--- src/pulse_gen_pkg.sv ---
// Constants and types of the programmable pulse generator.
// Assumes a 32-bit classic Wishbone register bus, word aligned.
package pulse_gen_pkg;

  // ==========================================================
  // Register byte offsets
  localparam logic [7:0] ctrl_off = 8'h00;
  localparam logic [7:0] period_off = 8'h04;
  localparam logic [7:0] toggle_off = 8'h08;
  localparam logic [7:0] count_off = 8'h0C;
  localparam logic [7:0] status_off = 8'h10;
  localparam logic [7:0] clear_off = 8'h14;
  localparam logic [7:0] enable_off = 8'h18;
  localparam logic [7:0] prescale_off = 8'h1C;

  // ==========================================================
  // Control register fields
  localparam int init_bit = 7;
  localparam int oneshot_bit = 6;
  localparam int start_hi = 5;
  localparam int start_lo = 4;
  localparam int mode_hi = 2;
  localparam int mode_lo = 0;
  localparam int ctrl_width = 8;

  // Start select codes
  localparam logic [1:0] start_stop = 2'h0;
  localparam logic [1:0] start_command = 2'h1;
  localparam logic [1:0] start_rise = 2'h2;
  localparam logic [1:0] start_fall = 2'h3;

  // Mode select codes
  localparam logic [2:0] mode_timer = 3'h0;
  localparam logic [2:0] mode_pulse = 3'h7;

  // ==========================================================
  // Interrupt status bits
  localparam int irq_toggle_bit = 0;
  localparam int irq_period_bit = 1;
  localparam int irq_width = 2;

  // ==========================================================
  // Reset values
  localparam logic [7:0] ctrl_reset = 8'h00;
  localparam logic [15:0] compare_reset = 16'hFFFF;
  localparam logic [15:0] prescale_reset = 16'h0000;
  localparam logic [1:0] irq_reset = 2'h0;

  // Counter run state
  typedef enum logic [1:0] {
    st_idle = 2'b00,
    st_armed = 2'b01,
    st_run = 2'b10
  } run_e;

endpackage

--- src/edge_sync.sv ---
// Two-stage synchroniser with edge detection for the trigger pin.
// Assumes the pin is asynchronous to clk.
`timescale 1ns/1ns
module edge_sync
  import pulse_gen_pkg::*;
(
  // Clock and reset
  input wire logic clk,
  input wire logic rst,
  // Pin and edge pulses
  input wire logic pin,
  output logic rise,
  output logic fall
);

  // ==========================================================
  // Synchroniser and edge history
  logic meta;
  logic stable;
  logic last;
  logic next_meta;
  logic next_stable;
  logic next_last;

  always_comb begin
    next_meta = pin;
    next_stable = meta;
    next_last = stable;
  end

  always_ff @(posedge clk) begin
    if (rst) begin
      // Pin idles high; reset there so no false edge follows
      meta <= 1'b1;
      stable <= 1'b1;
      last <= 1'b1;
    end else begin
      meta <= next_meta;
      stable <= next_stable;
      last <= next_last;
    end
  end

  // Only the second stage feeds the detector
  assign rise = stable & ~last;
  assign fall = ~stable & last;

endmodule

--- src/source_divider.sv ---
// Divider giving the counter's source clock as an enable pulse.
// Tick every divisor+1 cycles; divisor 0 ticks every cycle.
`timescale 1ns/1ns
module source_divider
  import pulse_gen_pkg::*;
#(
  parameter int width = 16
) (
  // Clock and reset
  input wire logic clk,
  input wire logic rst,
  // Control and tick
  input wire logic [width-1:0] divisor,
  output logic tick
);

  // ==========================================================
  // Down counter
  logic [width-1:0] cnt;
  logic [width-1:0] next_cnt;
  logic next_tick;

  always_comb begin
    next_tick = 1'b0;
    next_cnt = cnt - {{(width-1){1'b0}}, 1'b1};
    if (cnt == '0) begin
      next_tick = 1'b1;
      next_cnt = divisor;
    end
  end

  always_ff @(posedge clk) begin
    if (rst) begin
      cnt <= '0;
      tick <= 1'b0;
    end else begin
      cnt <= next_cnt;
      tick <= next_tick;
    end
  end

endmodule

--- src/pulse_gen.sv ---
// Programmable pulse generator: 16-bit up counter, two compares.
// Assumes classic Wishbone, 32-bit data, one clock, sync reset.
//
// How it works
// - Start by trigger edge or command, count ticks
// - Trigger start picks rising or falling edge
// - Oneshot bit: 0 repeats, 1 single pulse
// - Toggle match: invert, interrupt, keep counting
// - Period match repeat: invert, interrupt, clear, go
// - Start field cleared: stop, output holds level
// - Oneshot period match: invert, interrupt, self stop
// - After oneshot stop output keeps its level
// - Output pin is inverse of flip-flop
// - Reset clears the output flip-flop
// - Timer mode then pulse mode reloads flip-flop
`timescale 1ns/1ns
module pulse_gen
  import pulse_gen_pkg::*;
#(
  parameter int count_width = 16,
  parameter int prescale_width = 16
) (
  // Clock and reset
  input wire logic clk,
  input wire logic rst,
  // Wishbone slave
  input wire logic cyc_i,
  input wire logic stb_i,
  input wire logic we_i,
  input wire logic [7:0] adr_i,
  input wire logic [3:0] sel_i,
  input wire logic [31:0] dat_i,
  output logic [31:0] dat_o,
  output logic ack_o,
  // Pins
  input wire logic trigger_input,
  output logic pulse_out_n,
  // Interrupt
  output logic compare_irq
);

  // ==========================================================
  // Byte-lane merge for register writes
  function automatic logic [15:0] merge16(input logic [15:0] old,
                                          input logic [31:0] data,
                                          input logic [3:0] sel);
    logic [15:0] r;
    r = old;
    if (sel[0]) begin
      r[7:0] = data[7:0];
    end
    if (sel[1]) begin
      r[15:8] = data[15:8];
    end
    return r;
  endfunction

  // ==========================================================
  // Control field decode, used by the core logic
  function automatic logic [1:0] start_of(input logic [ctrl_width-1:0] c);
    return c[start_hi:start_lo];
  endfunction

  function automatic logic mode_is_pulse(input logic [ctrl_width-1:0] c);
    return c[mode_hi:mode_lo] == mode_pulse;
  endfunction

  // Match on the value after increment, so the pin moves with the count
  function automatic logic compare_hit(input logic [count_width-1:0] value,
                                       input logic [count_width-1:0] target);
    return value == target;
  endfunction

  // ==========================================================
  // Helpers
  logic tick;
  logic trig_rise;
  logic trig_fall;
  logic [prescale_width-1:0] prescale;

  // Divider runs free, so the first tick after a start can come early
  source_divider #(
    .width(prescale_width)
  ) u_divider (
    .clk(clk),
    .rst(rst),
    .divisor(prescale),
    .tick(tick)
  );

  edge_sync u_trigger (
    .clk(clk),
    .rst(rst),
    .pin(trigger_input),
    .rise(trig_rise),
    .fall(trig_fall)
  );

  // ==========================================================
  // Bus decode
  logic req;
  logic wr;
  logic wr_ctrl;
  logic wr_clear;

  // No wait states: ack follows the taking edge by one cycle
  // Unmapped words still ack, so a stray access cannot hang the bus
  assign req = cyc_i & stb_i & ~ack_o;
  assign wr = req & we_i;
  assign wr_ctrl = wr & (adr_i == ctrl_off) & sel_i[0];
  assign wr_clear = wr & (adr_i == clear_off) & sel_i[0];

  // ==========================================================
  // Register group: compares, enables, divider, bus answer
  // Limitation: a compare moved below a running count waits for the wrap
  logic [count_width-1:0] period_compare;
  logic [count_width-1:0] toggle_compare;
  logic [irq_width-1:0] irq_enable;
  logic [count_width-1:0] next_period;
  logic [count_width-1:0] next_toggle;
  logic [irq_width-1:0] next_enable;
  logic [prescale_width-1:0] next_prescale;
  logic next_ack;
  logic [31:0] next_dat;

  // Core state, declared here for readback
  logic [ctrl_width-1:0] ctrl;
  logic [count_width-1:0] count;
  logic [irq_width-1:0] irq_status;
  logic out_ff;
  run_e state;

  always_comb begin
    next_period = period_compare;
    next_toggle = toggle_compare;
    next_enable = irq_enable;
    next_prescale = prescale;
    next_ack = req;
    next_dat = 32'h0000_0000;
    if (wr) begin
      case (adr_i)
        period_off: begin
          next_period = merge16(period_compare, dat_i, sel_i);
        end
        toggle_off: begin
          next_toggle = merge16(toggle_compare, dat_i, sel_i);
        end
        enable_off: begin
          if (sel_i[0]) begin
            next_enable = dat_i[irq_width-1:0];
          end
        end
        prescale_off: begin
          next_prescale = merge16(prescale, dat_i, sel_i);
        end
        default: begin
        end
      endcase
    end
    if (req & ~we_i) begin
      case (adr_i)
        ctrl_off: next_dat = {24'h00_0000, ctrl};
        period_off: next_dat = {16'h0000, period_compare};
        toggle_off: next_dat = {16'h0000, toggle_compare};
        count_off: next_dat = {16'h0000, count};
        status_off: next_dat = {30'h0, irq_status};
        enable_off: next_dat = {30'h0, irq_enable};
        prescale_off: next_dat = {16'h0000, prescale};
        // Clear register and unmapped words read as zero
        default: next_dat = 32'h0000_0000;
      endcase
    end
  end

  always_ff @(posedge clk) begin
    if (rst) begin
      period_compare <= compare_reset;
      toggle_compare <= compare_reset;
      irq_enable <= irq_reset;
      prescale <= prescale_reset;
      ack_o <= 1'b0;
      dat_o <= 32'h0000_0000;
    end else begin
      period_compare <= next_period;
      toggle_compare <= next_toggle;
      irq_enable <= next_enable;
      prescale <= next_prescale;
      ack_o <= next_ack;
      dat_o <= next_dat;
    end
  end

  // ==========================================================
  // Core group: control, counter, flip-flop, interrupts
  logic [ctrl_width-1:0] next_ctrl;
  logic [count_width-1:0] next_count;
  logic [count_width-1:0] inc;
  logic [irq_width-1:0] next_status;
  logic [irq_width-1:0] events;
  logic next_ff;
  logic next_irq;
  logic trig_hit;
  logic pulse_mode;
  run_e next_state;

  assign pulse_mode = mode_is_pulse(ctrl);
  assign inc = count + {{(count_width-1){1'b0}}, 1'b1};
  // Edge choice follows the start field
  assign trig_hit = (start_of(ctrl) == start_rise) ? trig_rise
                                                   : trig_fall;

  always_comb begin
    next_ctrl = ctrl;
    next_count = count;
    next_ff = out_ff;
    next_state = state;
    events = '0;
    if (wr_ctrl) begin
      next_ctrl = dat_i[ctrl_width-1:0];
      // Entering pulse mode from another mode reloads the flip-flop
      if (mode_is_pulse(dat_i[ctrl_width-1:0]) && !pulse_mode) begin
        next_ff = dat_i[init_bit];
      end
    end
    case (state)
      st_idle: begin
        // Counter clears on each start from idle, not on the stop
        if (pulse_mode && start_of(ctrl) != start_stop) begin
          next_count = '0;
          if (start_of(ctrl) == start_command) begin
            next_state = st_run;
          end else begin
            next_state = st_armed;
          end
        end
      end
      st_armed: begin
        if (trig_hit) begin
          next_state = st_run;
        end
      end
      st_run: begin
        // Compare checked on each source-clock increment
        if (tick) begin
          next_count = inc;
          if (compare_hit(inc, toggle_compare)) begin
            next_ff = ~next_ff;
            events[irq_toggle_bit] = 1'b1;
          end
          if (compare_hit(inc, period_compare)) begin
            next_ff = ~next_ff;
            events[irq_period_bit] = 1'b1;
            next_count = '0;
            if (ctrl[oneshot_bit]) begin
              // Oneshot stops itself; flip-flop is left as is
              next_ctrl[start_hi:start_lo] = start_stop;
              next_state = st_idle;
            end
          end
        end
      end
      default: begin
        next_state = st_idle;
      end
    endcase
    // Stop: counter kept, flip-flop untouched so the pin holds
    if (start_of(next_ctrl) == start_stop
        || !mode_is_pulse(next_ctrl)) begin
      next_state = st_idle;
    end
    // Hardware set wins over a same-cycle software clear
    next_status = irq_status;
    if (wr_clear) begin
      next_status = irq_status & ~dat_i[irq_width-1:0];
    end
    next_status = next_status | events;
    next_irq = |(next_status & irq_enable);
  end

  always_ff @(posedge clk) begin
    if (rst) begin
      ctrl <= ctrl_reset;
      count <= '0;
      out_ff <= 1'b0;
      pulse_out_n <= 1'b1;
      state <= st_idle;
      irq_status <= irq_reset;
      compare_irq <= 1'b0;
    end else begin
      ctrl <= next_ctrl;
      count <= next_count;
      out_ff <= next_ff;
      pulse_out_n <= ~next_ff;
      state <= next_state;
      irq_status <= next_status;
      compare_irq <= next_irq;
    end
  end

endmodule

--- config.mk ---
export PLATFORM = sky130hd
export DESIGN_NAME = pulse_gen
export DESIGN_NICKNAME = d
export VERILOG_FILES = /design/src/pulse_gen_pkg.sv /design/src/edge_sync.sv /design/src/source_divider.sv /design/src/pulse_gen.sv
export SDC_FILE = /design/constraint.sdc
export NUM_CORES = 1
export LEC_CHECK = 0
export ABC_CLOCK_PERIOD_IN_PS = 2700
export BUFFER_PORTS_ARGS = -buffer_cell sky130_fd_sc_hd__buf_2
export CAP_MARGIN = 10
export CELL_PAD_IN_SITES_DETAIL_PLACEMENT = 0
export CELL_PAD_IN_SITES_GLOBAL_PLACEMENT = 1
export CORE_ASPECT_RATIO = 0.75
export CORE_MARGIN = 3
export CORE_UTILIZATION = 30
export DETAILED_ROUTE_END_ITERATION = 7
export GPL_ROUTABILITY_DRIVEN = 0
export PLACE_DENSITY = 0.71
export SETUP_SLACK_MARGIN = 0.3
export SKIP_CTS_REPAIR_TIMING = 1
export SLEW_MARGIN = 0
export SYNTH_ARGS = -nofsm -noshare
export SYNTH_HDL_FRONTEND = slang
export SYNTH_SLANG_ARGS = --single-unit
--- constraint.sdc ---
create_clock -name clk -period 2.7 [get_ports clk]
set_input_delay 0.405 -clock clk [delete_from_list [all_inputs] [get_ports clk]]
set_output_delay 0.405 -clock clk [all_outputs]
set_load 0.01 [all_outputs]
# Word-level counts from Yosys, hierarchy flattened
# Index checks and enable logic that the tools add are counted.
word_totals:
  reg_bits: 134
  out_inout_bits: 35
  input_bits: 50
  word_cells: 123
classes:
  addsub: 2
  n_bitwise: 22
  reduce_logical: 23
  eq_ne: 21
  muxes: 33
op_table:
  columns: ["op", "n"]
  rows:
  - ["case mux 16 bit (7 select lines)", 1]
  - ["2-to-1 mux 16 bit", 4]
  - ["equality test 16 bit", 2]
  - ["equality test 8 x 5 -> 1 bit, second input constant", 4]
  - ["case mux 16 bit (2 select lines)", 1]
  - ["2-to-1 mux 2 bit", 13]
  - ["AND reduction 3 bit", 8]
  - ["adder 16 x 1 -> 16 bit, second input constant", 1]
  - ["equality test 8 x 4 -> 1 bit, second input constant", 2]
  - ["zero test 16 bit", 1]
  - ["subtractor 16 x 1 -> 16 bit, second input constant", 1]
  - ["2-to-1 mux 1 bit", 12]
  - ["bitwise AND 1 bit", 10]
  - ["equality test 3 bit, second input constant", 3]
  - ["equality test 8 x 3 -> 1 bit, second input constant", 1]
  - ["zero test 8 bit", 1]
  - ["inequality test 2 bit, second input constant", 4]
  - ["NOT 1 bit", 8]
  - ["2-to-1 mux 6 bit", 1]
  - ["case mux 2 bit (3 select lines)", 1]
  - ["OR reduction 2 bit", 3]
  - ["AND reduction 5 bit", 1]
  - ["bitwise AND 2 bit", 2]
  - ["equality test 2 x 1 -> 1 bit, second input constant", 2]
  - ["9 further kinds", 14]

# Longest topological paths before layout
depth:
  word_depth: 15
  ltp_mapped: 11
  depth_no_buf: 9

# Hierarchy
# Synthesis repeated with hierarchy kept, for this count alone.
unflattened:
  hier_cells: 784
  hier_area_um2: 6297.3
modules_own_cells:
  columns: ["mod", "cells_each", "seq_area_each_um2", "area_per_inst_um2", "instances"]
  rows:
  - ["pulse_gen", 676, 1961.9, 5315.1, 1]
  - ["source_divider", 100, 340.3, 889.6, 1]
  - ["edge_sync", 8, 60.1, 92.6, 1]

# Least setup slack after synthesis
# No wires, ideal clock.
synth_path:
  path_kind: "reg-to-reg"
  startpoint: "reg count[1]"
  endpoint: "reg out_ff"
  path_buffers: 0
  required_time_ns: 2.577
  setup_time_ns: 0.123
  arrival_time_ns: 2.681
  synth_period_minus_slack_ns: 2.804
  path_stages_with_launch: 10
  slack_ns: -0.104
  path_cell_list: "dfxtp_1 ha_1 nand3_4 o21a_1 or3_1 a2111o_1 nor4_4 nor4_1 a31oi_2 mux2_1"
synth_via:
  elab_chain_cells: 9
  word_cells_on_any_way: 10
  classes_between: "1 x add/sub; 2 x eq/ne; 6 x mux; 1 x bitwise"
synth_lines:
  columns: ["element", "line_no", "source"]
  rows:
  - ["start, declared", "pulse_gen.sv:128", "logic [count_width-1:0] count;"]
  - ["start signal, assigned", "pulse_gen.sv:291", "count <= next_count;"]
  - ["adder 16 x 1 -> 16 bit *", "pulse_gen.sv:207", "assign inc = count + {{(count_width-1){1'b0}}, 1'b1};"]
  - ["equality test 16 bit", "pulse_gen.sv:71", "return value == target;"]
  - ["2-to-1 mux 1 bit", "pulse_gen.sv:246", "if (compare_hit(inc, toggle_compare)) begin"]
  - ["2-to-1 mux 1 bit", "pulse_gen.sv:244", "if (tick) begin"]
  - ["2-to-1 mux 1 bit", "pulse_gen.sv:225", "case (state)"]
  - ["NOT 1 bit", "pulse_gen.sv:251", "next_ff = ~next_ff;"]
  - ["2-to-1 mux 1 bit *", "pulse_gen.sv:250", "if (compare_hit(inc, period_compare)) begin"]
  - ["2-to-1 mux 1 bit *", "pulse_gen.sv:244", null]
  - ["2-to-1 mux 1 bit *", "pulse_gen.sv:225", null]
  - ["end signal, assigned", "pulse_gen.sv:292", "out_ff <= next_ff;"]
  - ["end, declared", "pulse_gen.sv:130", "logic out_ff;"]
# Mark *: on every way between the ends. The rest lies on a longest branch, timed or not. The select of a mux whose other input is x is not followed.
# A chain may end at the register's enable or synchronous reset.

# Final worst setup path
layout_path:
  startpoint: "reg count[0]"
  endpoint: "reg out_ff"
# The elaborated chain is that of the path after synthesis.

==> impl_metrics.csv <==
group,metric,value,unit
sta,tns,-0.119,ns
clock_tree,max-clock-path-buffers,2,
drt,dr.pass1.iters,5,
drt,ant_nets,0,
synthesis,avgSynthCellArea,9.05,sq um
drt,drt-initial-drc-count,378,
drt,via_per_inst,5.00,
power,powerDensity,622,nW/um^2
setup_path,path_class,"register to register",
worst_hold_path,min_path_type,"input pin to register",
global_route,busiest_layer,"met1",
run,cap_viol_max_count,0,
drt,drc,0,
place,placed_area,7490,sq um
place,dp_hpwl,14100,um
drt,wirelength,18500,um
synthesis,yosysMostFrequentCell,"dfxtp_1",
drt,post_drt_wl_per_cell,16.6,um
clock_tree,cts-htree-levels,4,
clock_tree,cts_tree,"done",
power,comb_power_share,0.156,
power,power.share.clock,0.465,
place,port_buffers,50,
global_route,antenna_found_initial,0,
place,placedCellCount,1080,
synthesis,synth_commonest_cells,"118 x dfxtp_1, 86 x nor2_1, 70 x nand2_1",
sta,finalCriticalPeriod,2.78,ns
power,p_sw_frac,0.283,
clock_tree,cts_root_buf,"clkbuf_16",
finish,multi_input_area,3950,sq um
setup_path,startpoint_type,"register",
power,switchingPower,1.45,mW
drt,vias,5566,
clock_tree,clock_latency,0.42,ns
sta,worst_pin_slew,0.554,ns
global_route,met2_usage,0.214,
finish,design_area,8230,sq um
status,outcome,"finished, violations left",
setup_path,path_max_fanout,4,
sta,drv_slew,0,
clock_tree,cts_made_buffers,17,
global_route,grt.met3_usage,0.0359,
finish,register_area,2370,sq um
synthesis,ys_types,72,
die,die_area,23400,sq um
die,die_w,176,um
synthesis,ys_ff_latch,118,
synthesis,yosysWarnings,0,
status,violations,"setup timing",
synthesis,yosysSeqAreaShare,0.365,
global_route,grt_pass1_vias,5320,
power,pwr-share-seq,0.379,
sta,max_freq,360,MHz
setup_path,required,3.01,ns
sta,holdWs,0.162,ns
global_route,grtUsageTotal,0.159,
synthesis,synth-edff-count,0,
global_route,grt_overflow,0,
synthesis,netlist.top_cell.by_area,"dfxtp_1",
die,core,20700,sq um
power,internal_power,3.67,mW
synthesis,syn_inst,716,
power,leakagePower,3.24,nW
synthesis,synth_ff_type,"dfxtp_1",
synthesis,syn_area,6480,sq um
synthesis,synthTopCellsByArea,"dfxtp_1 36%, mux2i_1 8.3%, nor2_1 5.0%",
finish,fin_cells,1114,
sta,fin_skew,0.0118,ns
global_route,grt_pass1_wl,29400,um
finish,nets,872,
clock_tree,clk_pin_slew,0.07,ns
sta,fin_crit_sh,1.03,
sta,setup_viol,2,
setup_path,worstPathArrival,3.09,ns
global_route,met1_usage,0.250,
finish,num-fill-cells,2114,
finish,area_growth,27.1,%
die,rows,45,
die,io_pins,85,
sta,rsz0062_at_grt,"yes",
global_route,grt_max_degree,39,
power,ir_drop,0.369,mV
die,initial_core_util,0.313,
sta,fin_ws,-0.0778,ns
sta,slew_headroom,0.628,
die,die_h,133,um
setup_path,endpoint_kind,"register",
finish,diodes,0,
finish,final_layout_size_suffix_gt1_frac,0.273,
sta,finalHoldViolations,0,
synthesis,synth_top_area_frac,0.365,
synthesis,async_reset_ff_frac,0,
clock_tree,cts_sinks,118,
flip-flops by register name, summed over array words and instances (netlist names), 2 cells and up:
name	count
count	16
dat_o	16
period_compare	16
prescale	16
toggle_compare	16
u_divider.cnt	16
ctrl	8
irq_enable	2
irq_status	2
state	2
worst max-delay path, cell delays in order, from the launching register on:
cell,delay [ns]
dfxtp_4,0.38
buf_6,0.10
nand4_4,0.09
or4_4,0.61
xnor2_2,0.17
a2111o_1,0.34
nor4_4,0.31
nor4_4,0.09
a31oi_4,0.25
mux2_4,0.32
final cells by class:
class,instances,area share
timing repair buffer,132,0.110
sequential,118,0.288
clock buffer,20,0.0581
tap,282,0.0429
inverter,9,0.00410
clock inverter,12,0.0170
multi-input combinational,541,0.480
metrics by stage:
step	power (mW)	worst slack [ns]	util
3_5_place_dp	2.76	-0.0707	0.362
4_1_cts	5.14	-0.0952	0.392
2_1_floorplan	2.57	0.0827	-
3_3_place_gp	2.75	-0.0397	0.362
6_report	5.12	-0.0778	0.397
5_1_grt	5.32	-0.191	0.397
power groups by stage:
stage                     Clock (mW)  Sequential (mW)  Combinational (mW)
after floorplan                    0             1.95               0.617
after global placement             0             1.98               0.778
after detailed placement           0             1.97               0.786
after CTS                       2.41             1.94               0.792
after global routing            2.49             1.95               0.878
final                           2.38             1.94               0.800
metal layers:
layer | vias up | routed length (um)
met5 | - | 0
met2 | 156 | 7390
met4 | 0 | 175
met3 | 18 | 1080
li1 | 2747 | -
met1 | 2645 | 9860
worst paths after layout:
check / start / end / slack, ns / depth (start not counted)
setup / recovery: count[0] / out_ff / -0.08 / 9
hold / removal: trigger_input / u_trigger.meta / 0.16 / 2
setup reg to reg: count[0] / out_ff / -0.08 / 9
hold reg to reg: u_trigger.meta / u_trigger.next_last / 0.41 / 1
logic make-up (layout without fill, tap and decap cells):
| kind of cell | after synthesis | count (layout) | synth area share |
|---|---|---|---|
| other | 1 | 16 | 0.000579 |
| muxes | 72 | 72 | 0.129 |
| DFF | 118 | 118 | 0.365 |
| and+or+nand+nor | 283 | 283 | 0.230 |
| adders and majority gates | 3 | 3 | 0.00579 |
| AOI/OAI and AO/OA | 110 | 110 | 0.122 |
| buffers and inverters | 72 | 173 | 0.0572 |
| xor gates and xnor gates | 57 | 57 | 0.0910 |
cell usage in the layout, fill, tap and decap left out, drive strengths merged, types with 9 or more instances in the layout:
cell type	count
or3	10
conb	16
a211oi	20
inv	11
mux2	10
nand4	9
xnor2	31
buf	132
dfxtp	118
a31oi	15
o21ai	12
mux2i	54
a22oi	16
xor2	20
nor3	15
clkbuf	20
nand3	25
a21oi	18
and3	10
nor2	87
nand2	71
Note: power is estimated with default switching activity, not from simulation.
